`config.mk`:
```
export PLATFORM = sky130hd
export DESIGN_NAME = ddr_subsys_ctrl_regs
export DESIGN_NICKNAME = d
export VERILOG_FILES = /design/src/ddr_subsys_pkg.sv /design/src/ddr_subsys_ctrl_regs.sv
export VERILOG_INCLUDE_DIRS = /design/src
export SDC_FILE = /design/constraint.sdc
export NUM_CORES = 1
export LEC_CHECK = 0
export CORE_ASPECT_RATIO = 0.7
export CORE_UTILIZATION = 33
export DETAILED_ROUTE_END_ITERATION = 6
export DONT_BUFFER_PORTS = 1
export GPL_TIMING_DRIVEN = 0
export SYNTH_ARGS = -nofsm -noshare
export SYNTH_HDL_FRONTEND = slang
export SYNTH_SLANG_ARGS = --single-unit
```
`constraint.sdc`:
```
create_clock -name pclk -period 4.3 [get_ports pclk]
set_clock_uncertainty 0.2 [all_clocks]
set_input_delay 0.43 -clock pclk [delete_from_list [all_inputs] [get_ports pclk]]
set_output_delay 0.43 -clock pclk [all_outputs]
set_load 0.02 [all_outputs]
```
`src/ddr_subsys_regs.svh`:
```
// bit positions, offsets and reset values of the memory subsystem control registers
// assumes inclusion by the package, the register bank, the checker and the bench
`ifndef DDR_SUBSYS_REGS_SVH
`define DDR_SUBSYS_REGS_SVH

// ==========================================================================
// register offsets (byte addresses, one aligned word each)
`define OFF_SOFT_RESET      5'h00
`define OFF_IO_CALIB        5'h04
`define OFF_IRQ_MASK        5'h08
`define OFF_PROTOCOL_SEL    5'h0C
`define OFF_AUTO_LOCK       5'h10
`define OFF_FAB_PLL_STATUS  5'h14
`define OFF_EVENT_STATUS    5'h18
`define OFF_W               5

// ==========================================================================
// soft reset fields
`define BIT_MEMCTL_RESET    0
`define BIT_BUS_IF_RESET    1
`define RST_HOLD            1'h1

// ==========================================================================
// calibration control fields
`define BIT_TRIM            14
`define BIT_FREEZE          13
`define BIT_RERUN           12
`define PD_HI               11
`define PD_LO               6
`define PU_HI               5
`define PU_LO               0
`define CODE_W              6
`define RST_CODE            6'h00

// ==========================================================================
// event and mask positions (status register uses the same layout)
`define EV_SUB_LOCK         0
`define EV_SUB_UNLOCK       1
`define EV_FAB_LOCK         2
`define EV_FAB_UNLOCK       3
`define EV_ECC              4
`define EV_CALIB            5
`define EV_BUS_IF           6
`define EV_W                7
`define RST_EVENTS          7'h00

// ==========================================================================
// single-bit registers and raw input positions
`define BIT_LSB             0
`define RST_BIT             1'h0
`define IN_SUB_PLL          0
`define IN_FAB_PLL          1
`define IN_CALIB            2
`define IN_ECC              3
`define IN_BUS_IF           4
`define IN_W                5
`define RST_IN              5'h00
`define RST_WORD            32'h0000_0000
`endif

```
`src/ddr_subsys_pkg.sv`:
```
// types shared by the memory subsystem register bank and its users
// assumes the constants header sits in the same folder
package ddr_subsys_pkg;
`include "ddr_subsys_regs.svh"

   // ========================================================================
   // calibration block control bundle
   typedef struct packed {
      logic                 code_trim_override;
      logic                 code_freeze_override;
      logic                 calibration_rerun;
      logic [`CODE_W-1:0]   pulldown_override_code;
      logic [`CODE_W-1:0]   pullup_override_code;
   } calib_ctrl_t;

   typedef logic [`EV_W-1:0] event_vec_t;
   typedef logic [`IN_W-1:0] raw_in_t;
endpackage

```
`src/ddr_subsys_ctrl_regs.sv`:
```
// APB register bank for the fabric memory subsystem: resets, calibration, masks, status
// assumes pclk at 10 MHz, event and lock inputs asynchronous to pclk
// Behaviour
// - bus interface reset bit holds interface controller
// - controller reset bit zero holds whole subsystem
// - trim bit selects programmed codes over calibrated
// - freeze bit locks codes without self refresh
// - rerun bit restarts the calibration state machine
// - pull-down code bits 11:6, loadable, reset zero
// - pull-up code bits 5:0, loadable, writable
// - mask bits 6,5,4: bus, calibration, ecc
// - mask bits 3..0 gate four pll events
// - protocol select: one AXI, zero AHB default
// - auto-lock enable bit zero, resets disabled
// - fabric pll status bit zero shows lock
// - calibration completion raises calibration event
// - pll lock edges set lost and gained events
`timescale 1ns/1ps
`include "ddr_subsys_regs.svh"

module ddr_subsys_ctrl_regs #(
   parameter int ADDR_W = 8
) (
   input  wire logic                        pclk,
   input  wire logic                        presetn,
   input  wire logic                        pclken,
   input  wire logic                        psel,
   input  wire logic                        penable,
   input  wire logic                        pwrite,
   input  wire logic [ADDR_W-1:0]           paddr,
   input  wire logic [31:0]                 pwdata,
   output logic      [31:0]                 prdata,
   output logic                             pready,
   output logic                             pslverr,
   input  wire logic                        nv_code_load,
   input  wire logic [5:0]                  nv_pulldown_code,
   input  wire logic [5:0]                  nv_pullup_code,
   input  wire logic                        subsystem_pll_locked,
   input  wire logic                        fabric_pll_locked,
   input  wire logic                        calibration_done_irq,
   input  wire logic                        ecc_error_event,
   input  wire logic                        bus_if_event,
   output logic                             memctl_reset_hold,
   output logic                             bus_if_reset_hold,
   output ddr_subsys_pkg::calib_ctrl_t      calib_ctrl,
   output logic                             fabric_axi_select,
   output logic                             auto_code_lock_enable,
   output logic                             subsys_irq
);
   import ddr_subsys_pkg::*;

   // ========================================================================
   // elaboration checks
   generate
      if (ADDR_W <= `OFF_W) begin : g_bad_addr
         $error("ADDR_W must exceed the register offset width");
      end
   endgenerate

   // ========================================================================
   // declarations
   raw_in_t              raw_in;
   raw_in_t              sync1;
   raw_in_t              sync2;
   raw_in_t              sync3;
   raw_in_t              level;
   raw_in_t              level_d;
   raw_in_t              rise;
   raw_in_t              fall;
   event_vec_t           irq_mask;
   event_vec_t           event_flags;
   event_vec_t           event_set;
   event_vec_t           event_clr;
   event_vec_t           next_event_flags;
   logic                 fab_pll_status;
   logic                 setup;
   logic                 access;
   logic                 wr_en;
   logic [`OFF_W-1:0]    offset;
   logic                 addr_hit;
   logic                 mapped;
   logic [31:0]          rd_word;

   assign raw_in[`IN_SUB_PLL] = subsystem_pll_locked;
   assign raw_in[`IN_FAB_PLL] = fabric_pll_locked;
   assign raw_in[`IN_CALIB]   = calibration_done_irq;
   assign raw_in[`IN_ECC]     = ecc_error_event;
   assign raw_in[`IN_BUS_IF]  = bus_if_event;

   // ========================================================================
   // input synchronisers
   // third stage lets a change count only once two stages agree,
   // filtering a single metastable resolution
   genvar gi;
   generate
      for (gi = 0; gi < `IN_W; gi++) begin : g_sync
         always_ff @(posedge pclk or negedge presetn) begin
            if (!presetn) begin
               sync1[gi] <= 1'b0;
               sync2[gi] <= 1'b0;
               sync3[gi] <= 1'b0;
            end else if (pclken) begin
               sync1[gi] <= raw_in[gi];
               sync2[gi] <= sync1[gi];
               sync3[gi] <= sync2[gi];
            end
         end

         always_ff @(posedge pclk or negedge presetn) begin
            if (!presetn) begin
               level[gi]   <= 1'b0;
               level_d[gi] <= 1'b0;
            end else if (pclken) begin
               if (sync2[gi] == sync3[gi]) begin
                  level[gi] <= sync3[gi];
               end
               level_d[gi] <= level[gi];
            end
         end

         assign rise[gi] = level[gi] & ~level_d[gi];
         assign fall[gi] = ~level[gi] & level_d[gi];
      end
   endgenerate

   // ========================================================================
   // event sources
   always_comb begin
      event_set                 = `RST_EVENTS;
      event_set[`EV_SUB_LOCK]   = rise[`IN_SUB_PLL];
      event_set[`EV_SUB_UNLOCK] = fall[`IN_SUB_PLL];
      event_set[`EV_FAB_LOCK]   = rise[`IN_FAB_PLL];
      event_set[`EV_FAB_UNLOCK] = fall[`IN_FAB_PLL];
      event_set[`EV_ECC]        = rise[`IN_ECC];
      event_set[`EV_CALIB]      = rise[`IN_CALIB];
      event_set[`EV_BUS_IF]     = rise[`IN_BUS_IF];
   end

   // ========================================================================
   // APB decode
   // no wait state: read data is captured in setup, writes land in the access cycle, pready is high in the first access cycle
   assign setup    = psel & ~penable;
   assign access   = psel & penable & pready;
   assign offset   = {paddr[`OFF_W-1:2], 2'b00};
   assign addr_hit = (paddr[ADDR_W-1:`OFF_W] == '0);
   assign mapped   = addr_hit & (offset == `OFF_SOFT_RESET   ||
                                 offset == `OFF_IO_CALIB     ||
                                 offset == `OFF_IRQ_MASK     ||
                                 offset == `OFF_PROTOCOL_SEL ||
                                 offset == `OFF_AUTO_LOCK    ||
                                 offset == `OFF_FAB_PLL_STATUS ||
                                 offset == `OFF_EVENT_STATUS);
   // status register ignores writes but still answers without error
   assign wr_en    = access & pwrite & mapped & ~pslverr;

   always_comb begin
      rd_word = `RST_WORD;
      if (addr_hit) begin
         case (offset)
            `OFF_SOFT_RESET: begin
               rd_word[`BIT_MEMCTL_RESET] = memctl_reset_hold;
               rd_word[`BIT_BUS_IF_RESET] = bus_if_reset_hold;
            end
            `OFF_IO_CALIB: begin
               rd_word[`BIT_TRIM]           = calib_ctrl.code_trim_override;
               rd_word[`BIT_FREEZE]         = calib_ctrl.code_freeze_override;
               rd_word[`PD_HI:`PD_LO]       = calib_ctrl.pulldown_override_code;
               rd_word[`PU_HI:`PU_LO]       = calib_ctrl.pullup_override_code;
            end
            `OFF_IRQ_MASK: begin
               rd_word[`EV_W-1:0] = irq_mask;
            end
            `OFF_PROTOCOL_SEL: begin
               rd_word[`BIT_LSB] = fabric_axi_select;
            end
            `OFF_AUTO_LOCK: begin
               rd_word[`BIT_LSB] = auto_code_lock_enable;
            end
            `OFF_FAB_PLL_STATUS: begin
               rd_word[`BIT_LSB] = fab_pll_status;
            end
            `OFF_EVENT_STATUS: begin
               rd_word[`EV_W-1:0] = event_flags;
            end
            default: begin
               rd_word = `RST_WORD;
            end
         endcase
      end
   end

   always_ff @(posedge pclk or negedge presetn) begin
      if (!presetn) begin
         pready  <= 1'b0;
         pslverr <= 1'b0;
         prdata  <= `RST_WORD;
      end else if (pclken) begin
         if (setup) begin
            pready  <= 1'b1;
            pslverr <= ~mapped;
            prdata  <= pwrite ? `RST_WORD : rd_word;
         end else begin
            pready  <= 1'b0;
            pslverr <= 1'b0;
            prdata  <= `RST_WORD;
         end
      end
   end

   // ========================================================================
   // soft resets
   always_ff @(posedge pclk or negedge presetn) begin
      if (!presetn) begin
         memctl_reset_hold <= `RST_HOLD;
         bus_if_reset_hold <= `RST_HOLD;
      end else if (pclken && wr_en && offset == `OFF_SOFT_RESET) begin
         memctl_reset_hold <= pwdata[`BIT_MEMCTL_RESET];
         bus_if_reset_hold <= pwdata[`BIT_BUS_IF_RESET];
      end
   end

   // ========================================================================
   // calibration control
   // rerun is a one-cycle request; the stored bit reads back as zero
   always_ff @(posedge pclk or negedge presetn) begin
      if (!presetn) begin
         calib_ctrl.code_trim_override   <= `RST_BIT;
         calib_ctrl.code_freeze_override <= `RST_BIT;
         calib_ctrl.calibration_rerun    <= `RST_BIT;
      end else if (pclken) begin
         calib_ctrl.calibration_rerun <= 1'b0;
         if (wr_en && offset == `OFF_IO_CALIB) begin
            calib_ctrl.code_trim_override   <= pwdata[`BIT_TRIM];
            calib_ctrl.code_freeze_override <= pwdata[`BIT_FREEZE];
            calib_ctrl.calibration_rerun    <= pwdata[`BIT_RERUN];
         end
      end
   end

   // firmware write wins over a simultaneous non-volatile load
   always_ff @(posedge pclk or negedge presetn) begin
      if (!presetn) begin
         calib_ctrl.pulldown_override_code <= `RST_CODE;
         calib_ctrl.pullup_override_code   <= `RST_CODE;
      end else if (pclken) begin
         if (wr_en && offset == `OFF_IO_CALIB) begin
            calib_ctrl.pulldown_override_code <= pwdata[`PD_HI:`PD_LO];
            calib_ctrl.pullup_override_code   <= pwdata[`PU_HI:`PU_LO];
         end else if (nv_code_load) begin
            calib_ctrl.pulldown_override_code <= nv_pulldown_code;
            calib_ctrl.pullup_override_code   <= nv_pullup_code;
         end
      end
   end

   // ========================================================================
   // interrupt masks
   always_ff @(posedge pclk or negedge presetn) begin
      if (!presetn) begin
         irq_mask <= `RST_EVENTS;
      end else if (pclken && wr_en && offset == `OFF_IRQ_MASK) begin
         irq_mask <= pwdata[`EV_W-1:0];
      end
   end

   // ========================================================================
   // mode bits
   always_ff @(posedge pclk or negedge presetn) begin
      if (!presetn) begin
         fabric_axi_select     <= `RST_BIT;
         auto_code_lock_enable <= `RST_BIT;
      end else if (pclken && wr_en) begin
         if (offset == `OFF_PROTOCOL_SEL) begin
            fabric_axi_select <= pwdata[`BIT_LSB];
         end
         if (offset == `OFF_AUTO_LOCK) begin
            auto_code_lock_enable <= pwdata[`BIT_LSB];
         end
      end
   end

   // ========================================================================
   // fabric pll status
   always_ff @(posedge pclk or negedge presetn) begin
      if (!presetn) begin
         fab_pll_status <= `RST_BIT;
      end else if (pclken) begin
         fab_pll_status <= level[`IN_FAB_PLL];
      end
   end

   // ========================================================================
   // event flags, write one to clear; a new event beats its clear
   always_comb begin
      event_clr = `RST_EVENTS;
      if (wr_en && offset == `OFF_EVENT_STATUS) begin
         event_clr = pwdata[`EV_W-1:0];
      end
      next_event_flags = (event_flags & ~event_clr) | event_set;
   end

   always_ff @(posedge pclk or negedge presetn) begin
      if (!presetn) begin
         event_flags <= `RST_EVENTS;
      end else if (pclken) begin
         event_flags <= next_event_flags;
      end
   end

   // ========================================================================
   // combined interrupt, registered from the next flag state
   always_ff @(posedge pclk or negedge presetn) begin
      if (!presetn) begin
         subsys_irq <= 1'b0;
      end else if (pclken) begin
         subsys_irq <= |(next_event_flags & irq_mask);
      end
   end
endmodule

```
# After elaboration in Yosys (flattened, before gate mapping)
# Index checks and enable logic that the tools add are counted.
# totals
regBits,93
wordCells,117
# op_classes
eq_ne,11
n_mux,14
bitwise_logic,28
n_reduce_logical,24
# op_table
operator,n
32-bit two-way mux,2
12-bit two-way mux,2
2-bit AND reduction,9
15-bit two-way mux,1
5-bit one-hot mux with 3 select lines,1
1-bit AND,14
7-bit AND,2
1-bit inverter,10
"3-bit equality test, second input constant",3
7-bit two-way mux,1
7-bit inverter,1
7-bit bitwise OR,1
1-bit one-hot mux with 7 select lines,1
7-bit OR reduction,1
"3-bit by 2-bit equality test with 1-bit output, second input constant",2
1-bit logical OR,6
1-bit equality test,5
1-bit logical AND,5
5-bit logical NOT,1
5-bit two-way mux,1
1-bit one-hot mux with 4 select lines,1
"3-bit by 1-bit equality test with 1-bit output, second input constant",1
3-bit logical NOT,1
1-bit two-way mux,3
2 further kinds,2

# Longest topological paths before layout
# logic_depth
depth_word,17
ltp_mapped,8
mapped_depth_nobuf,5

# Worst setup path after synthesis
# Ideal clock, no wire load.
# synth_timing
path_type,in2reg
startpoint,in paddr[2]
endpoint,reg event_flags[0]
setup_time_ps,121
t_arrival_ps,1550
t_required_ps,3979
setup_slack_ps,2429
cell_stages,8
n_path_buf,3
path_cell_list,buf_4 nor2b_4 buf_6 and2_4 buf_6 nor3b_4 nand2_1 a22o_1
# synth_via
elab_chain_len,15
# synth_rtl
item,line,rtl
"start, declared",ddr_subsys_ctrl_regs.sv:30,"input wire logic [ADDR_W-1:0] paddr,"
3-bit by 1-bit equality test with 1-bit output or 5-bit logical NOT (tied branches),--,
1-bit logical OR (no source line) (6 in a row),--,
1-bit AND,ddr_subsys_ctrl_regs.sv:146,assign mapped = addr_hit & (offset == `OFF_SOFT_RESET ||
1-bit AND (2 in a row),ddr_subsys_ctrl_regs.sv:154,assign wr_en = access & pwrite & mapped & ~pslverr;
1-bit logical AND (no source line) (*),--,
7-bit two-way mux (*),ddr_subsys_ctrl_regs.sv:296,if (wr_en && offset == `OFF_EVENT_STATUS) begin
7-bit inverter (*),ddr_subsys_ctrl_regs.sv:299,next_event_flags = (event_flags & ~event_clr) | event_set;
7-bit AND (*),ddr_subsys_ctrl_regs.sv:299,
7-bit bitwise OR (*),ddr_subsys_ctrl_regs.sv:299,
"end signal, assigned",ddr_subsys_ctrl_regs.sv:304,event_flags <= `RST_EVENTS;
"end signal, assigned",ddr_subsys_ctrl_regs.sv:306,event_flags <= next_event_flags;
"end, declared",ddr_subsys_ctrl_regs.sv:71,event_vec_t event_flags;
# Every way passes the cells marked *; elsewhere a longest branch is shown, timed or not.
# A chain may end at the register's enable or synchronous reset.

# Worst setup path after layout
# layout_timing
startpoint,reg pready
endpoint,reg irq_mask[2]
# layout_via
elab_chain_len,6
# layout_rtl
item,line,rtl
"start, declared",ddr_subsys_ctrl_regs.sv:33,"output logic pready,"
"start signal, assigned",ddr_subsys_ctrl_regs.sv:194,pready <= 1'b0;
"start signal, assigned",ddr_subsys_ctrl_regs.sv:199,pready <= 1'b1;
"start signal, assigned",ddr_subsys_ctrl_regs.sv:203,pready <= 1'b0;
1-bit AND,ddr_subsys_ctrl_regs.sv:143,assign access = psel & penable & pready;
1-bit AND (3 in a row),ddr_subsys_ctrl_regs.sv:154,
1-bit logical AND,ddr_subsys_ctrl_regs.sv:261,end else if (pclken && wr_en && offset == `OFF_IRQ_MASK) begin
1-bit logical AND (no source line),--,
"end signal, assigned",ddr_subsys_ctrl_regs.sv:260,irq_mask <= `RST_EVENTS;
"end signal, assigned",ddr_subsys_ctrl_regs.sv:262,irq_mask <= pwdata[`EV_W-1:0];
"end, declared",ddr_subsys_ctrl_regs.sv:70,event_vec_t irq_mask;
# No other way between the ends.

==> flow_metrics.env <==
export IMPL_status="completed"
export IMPL_slew_headroom_pct=45.2
export IMPL_gp_congestion=0.811
export IMPL_syn_inst=348
export IMPL_start_kind="flip-flop"
export IMPL_cts_root_buf="clkbuf_16"
export IMPL_max_freq_mhz=467
export IMPL_ys_seq_elements=75
export IMPL_grt_pass1_wl_mm=14.8
export IMPL_grt_total_usage_pct=17.4
export IMPL_grt_overflow=0
export IMPL_synth_seq_area_share_pct=51.8
export IMPL_grt_pass1_vias=2709
export IMPL_syn_cell_area_um2=3630
export IMPL_grt_max_degree=76
export IMPL_final_seq_area_um2=1880
export IMPL_routedWlPerCell_um=17.5
export IMPL_vias_per_cell=5.19
export IMPL_reg2reg_slack_ns=2.16
export IMPL_post_route_util_pct=39.9
export IMPL_drt_total_wl_mm=9.32
export IMPL_p_total_mw=1.79
export IMPL_cts_max_level=3
export IMPL_critPathSlowestCell="dfrtp_1"
export IMPL_vias=2756
export IMPL_grt_setup_unrepaired="no"
export IMPL_arrival_ns=2.16
export IMPL_die_area_um2=11400
export IMPL_clk_pin_slew_ns=0.06
export IMPL_num_rows=31
export IMPL_drive_gt1_share_pct=21.7
export IMPL_post_route_period_util_pct=49.8
export IMPL_ant_nets=0
export IMPL_drv_slew=0
export IMPL_ctsResizeCount=0
export IMPL_ys_types=44
export IMPL_dp_cells=513
export IMPL_pin_count=118
export IMPL_initial_core_util_pct=34.5
export IMPL_fill_cells=1060
export IMPL_powerDensity_nw_per_um2=426
export IMPL_die_w_um=127
export IMPL_max_stage_delay_ns=0.48
export IMPL_cts_tree="built"
export IMPL_cts_buffers_inserted=9
export IMPL_yosysWarnings=0
export IMPL_syn2layout_area_growth_pct=15.6
export IMPL_multiInputGateArea_um2=1510
export IMPL_cts_sinks=75
export IMPL_power_leakage_nw=1.84
export IMPL_port_buffers=0
export IMPL_path_class="flip-flop to flip-flop"
export IMPL_worst_slew_pin_slew_ns=0.812
export IMPL_drv_cap=0
export IMPL_hpwl_mm=6.84
export IMPL_setup_viol_count_final=0
export IMPL_antenna_found_initial=0
export IMPL_insertion_delay_ns=0.34
export IMPL_cp_required_ns=4.32
export IMPL_final_nets=442
export IMPL_firstDrtPassIters=5
export IMPL_finalSetupTns_ns=0
export IMPL_critical_path_cell_chain="and4_1 -> nand3_1 -> nor2_1 -> nand3_2 -> mux2_2"
export IMPL_syn_area_per_cell_um2=10.4
export IMPL_crit_fanout=7
export IMPL_holdCritPathClass="input port to flip-flop"
export IMPL_cp_end_kind="flip-flop"
export IMPL_clk_path_buf_depth=2
export IMPL_drc_errors=0
export IMPL_drt_iter0_drc=245
export IMPL_num_antenna_cells=0
export IMPL_final_cell_count_no_fill=531
export IMPL_die_height_um=89.7
export IMPL_peakVddDrop_mv=0.232
export IMPL_core_area_um2=10500
export IMPL_finalHoldViolations=0
export IMPL_min_period_ns=2.14
[layout by cell type, fill, tap and decap left out, types with 2 or more instances in the layout]
| cell type | synthesis | final |
|---|---|---|
| dfrtp_1 | 73 | 73 |
| mux2_2 | 32 | 32 |
| a21oi_1 | 29 | 29 |
| nor2_1 | 26 | 26 |
| o21ai_0 | 22 | 22 |
| buf_4 | 21 | 21 |
| o22ai_1 | 21 | 21 |
| inv_1 | 20 | 20 |
| nand2_1 | 19 | 19 |
| conb_1 | 1 | 18 |
| nor2b_1 | 16 | 16 |
| clkbuf_16 | 0 | 9 |
| clkbuf_1 | 7 | 8 |
| a22o_1 | 7 | 7 |
| a22oi_1 | 6 | 6 |
| nand2b_1 | 5 | 5 |
| nand4_1 | 5 | 5 |
| buf_1 | 3 | 3 |
| buf_6 | 3 | 3 |
| nand3_1 | 3 | 3 |
| a31oi_1 | 2 | 2 |
| nor3_1 | 2 | 2 |
| mux2i_1 | 2 | 2 |
| dfstp_2 | 2 | 2 |
| clkinv_2 | 0 | 2 |
| clkbuf_8 | 0 | 2 |
| clkinvlp_4 | 0 | 2 |
[kinds of logic (layout without fill, tap and decap cells)]
logic type             Yosys count  count (layout)  share of synthesized area (%)
AO/OA/AOI/OAI                   93              93                           15.4
AND/OR/NAND/NOR                 89              89                           13.4
flip-flops                      75              75                           51.8
buffers and inverters           55              73                           8.51
multiplexers                    35              35                           10.8
other                            1              18                          0.103
[cells in the mapped netlist (all sizes together)]
library cell | number | area share (%)
a211oi | 1 | 0.21
a21boi | 1 | 0.31
a21oi | 29 | 4.0
a221oi | 1 | 0.24
a22o | 7 | 1.7
a22oi | 6 | 1.2
a2bb2oi | 1 | 0.24
a31oi | 2 | 0.34
a41oi | 1 | 0.24
and2 | 2 | 0.41
and3 | 1 | 0.17
and4 | 1 | 0.24
buf | 28 | 5.7
clkbuf | 7 | 0.72
conb | 1 | 0.10
dfrtp | 73 | 50
dfstp | 2 | 1.4
inv | 20 | 2.1
mux2 | 33 | 10
mux2i | 2 | 0.55
nand2 | 19 | 2.0
nand2b | 5 | 0.86
nand3 | 4 | 0.69
nand3b | 1 | 0.21
nand4 | 6 | 1.2
nor2 | 26 | 2.7
nor2b | 17 | 3.1
nor3 | 3 | 0.55
nor3b | 2 | 0.86
nor4bb | 1 | 0.28
o211ai | 1 | 0.21
o21ai | 22 | 3.0
o22ai | 21 | 3.6
or3 | 1 | 0.17
[worst max-delay path, delay by kind of cell (launching register included)]
kind / cells / cell delay, ns
mux: 1 / 0.38
simple gates: 4 / 0.97
flops: 1 / 0.48
[timing repair]
item | CTS | global route
buffers inserted | 0 | 0
endpoints found under the setup margin | 0 | 0
hold buffers | 2 | 0
hold endpoints to repair | 75 | 0
[flip-flops by register name (all words and copies together), names as in the netlist, 4 cells and up]
| register | count |
|---|---|
| level | 5 |
| prdata | 14 |
| sync3 | 5 |
| sync2 | 5 |
| calib_ctrl | 15 |
| level_d | 4 |
| event_flags | 7 |
| irq_mask | 7 |
| sync1 | 5 |
[through the flow]
step / setup WS, ns / hold WS (ns) / instance area [um2]
floorplan: 2.43 / -0.0656 / 3690
CTS: 2.19 / 0.0193 / 4200
detailed placement: 1.97 / -0.0633 / 3880
global placement: 2.02 / -0.0636 / 3880
finish: 2.16 / 0.0324 / 4200
global route: 2.10 / 0.0210 / 4200
[path summary, 6_finish.rpt]
path	startpoint	endpoint	cells after the start
min in group asynchronous	presetn	irq_mask[4]$_DFFE_PN0P_	2
min reg2reg	sync3[4]$_DFFE_PN0P_	level[4]$_DFFE_PN0P_	2
min	pwdata[0]	fabric_axi_select$_DFFE_PN0P_	1
max reg2reg	pready$_DFFE_PN0P_	irq_mask[2]$_DFFE_PN0P_	5
max	pready$_DFFE_PN0P_	irq_mask[2]$_DFFE_PN0P_	5
max in group asynchronous	presetn	bus_if_reset_hold$_DFFE_PN1P_	2
[metal layers]
| metal | vias to the layer above | wire [um] | GRT usage (%) |
|---|---|---|---|
| met5 | - | 0 | 0 |
| met4 | 0 | 107 | 5.46 |
| met3 | 13 | 899 | 7.14 |
| met2 | 127 | 3860 | 24.2 |
| met1 | 1362 | 4450 | 24.3 |
| li1 | 1254 | - | - |
[power by group]
group / leakage, nW / total, mW / internal, mW / switching (mW)
Clock: 0.135 / 0.702 / 0.420 / 0.282
Sequential: 0.922 / 0.869 / 0.781 / 0.0879
Combinational: 0.786 / 0.220 / 0.104 / 0.116
Total: 1.84 / 1.79 / 1.30 / 0.486
[layout make-up]
class | instances | area share, %
sequential | 75 | 44.8
multi-input combinational | 235 | 35.9
clock buffer | 12 | 6.11
buffer | 35 | 5.57
tap | 148 | 4.41
inverter | 20 | 1.79
timing repair buffer | 2 | 0.894
clock inverter | 4 | 0.596
(Power assumes the default switching activity.)
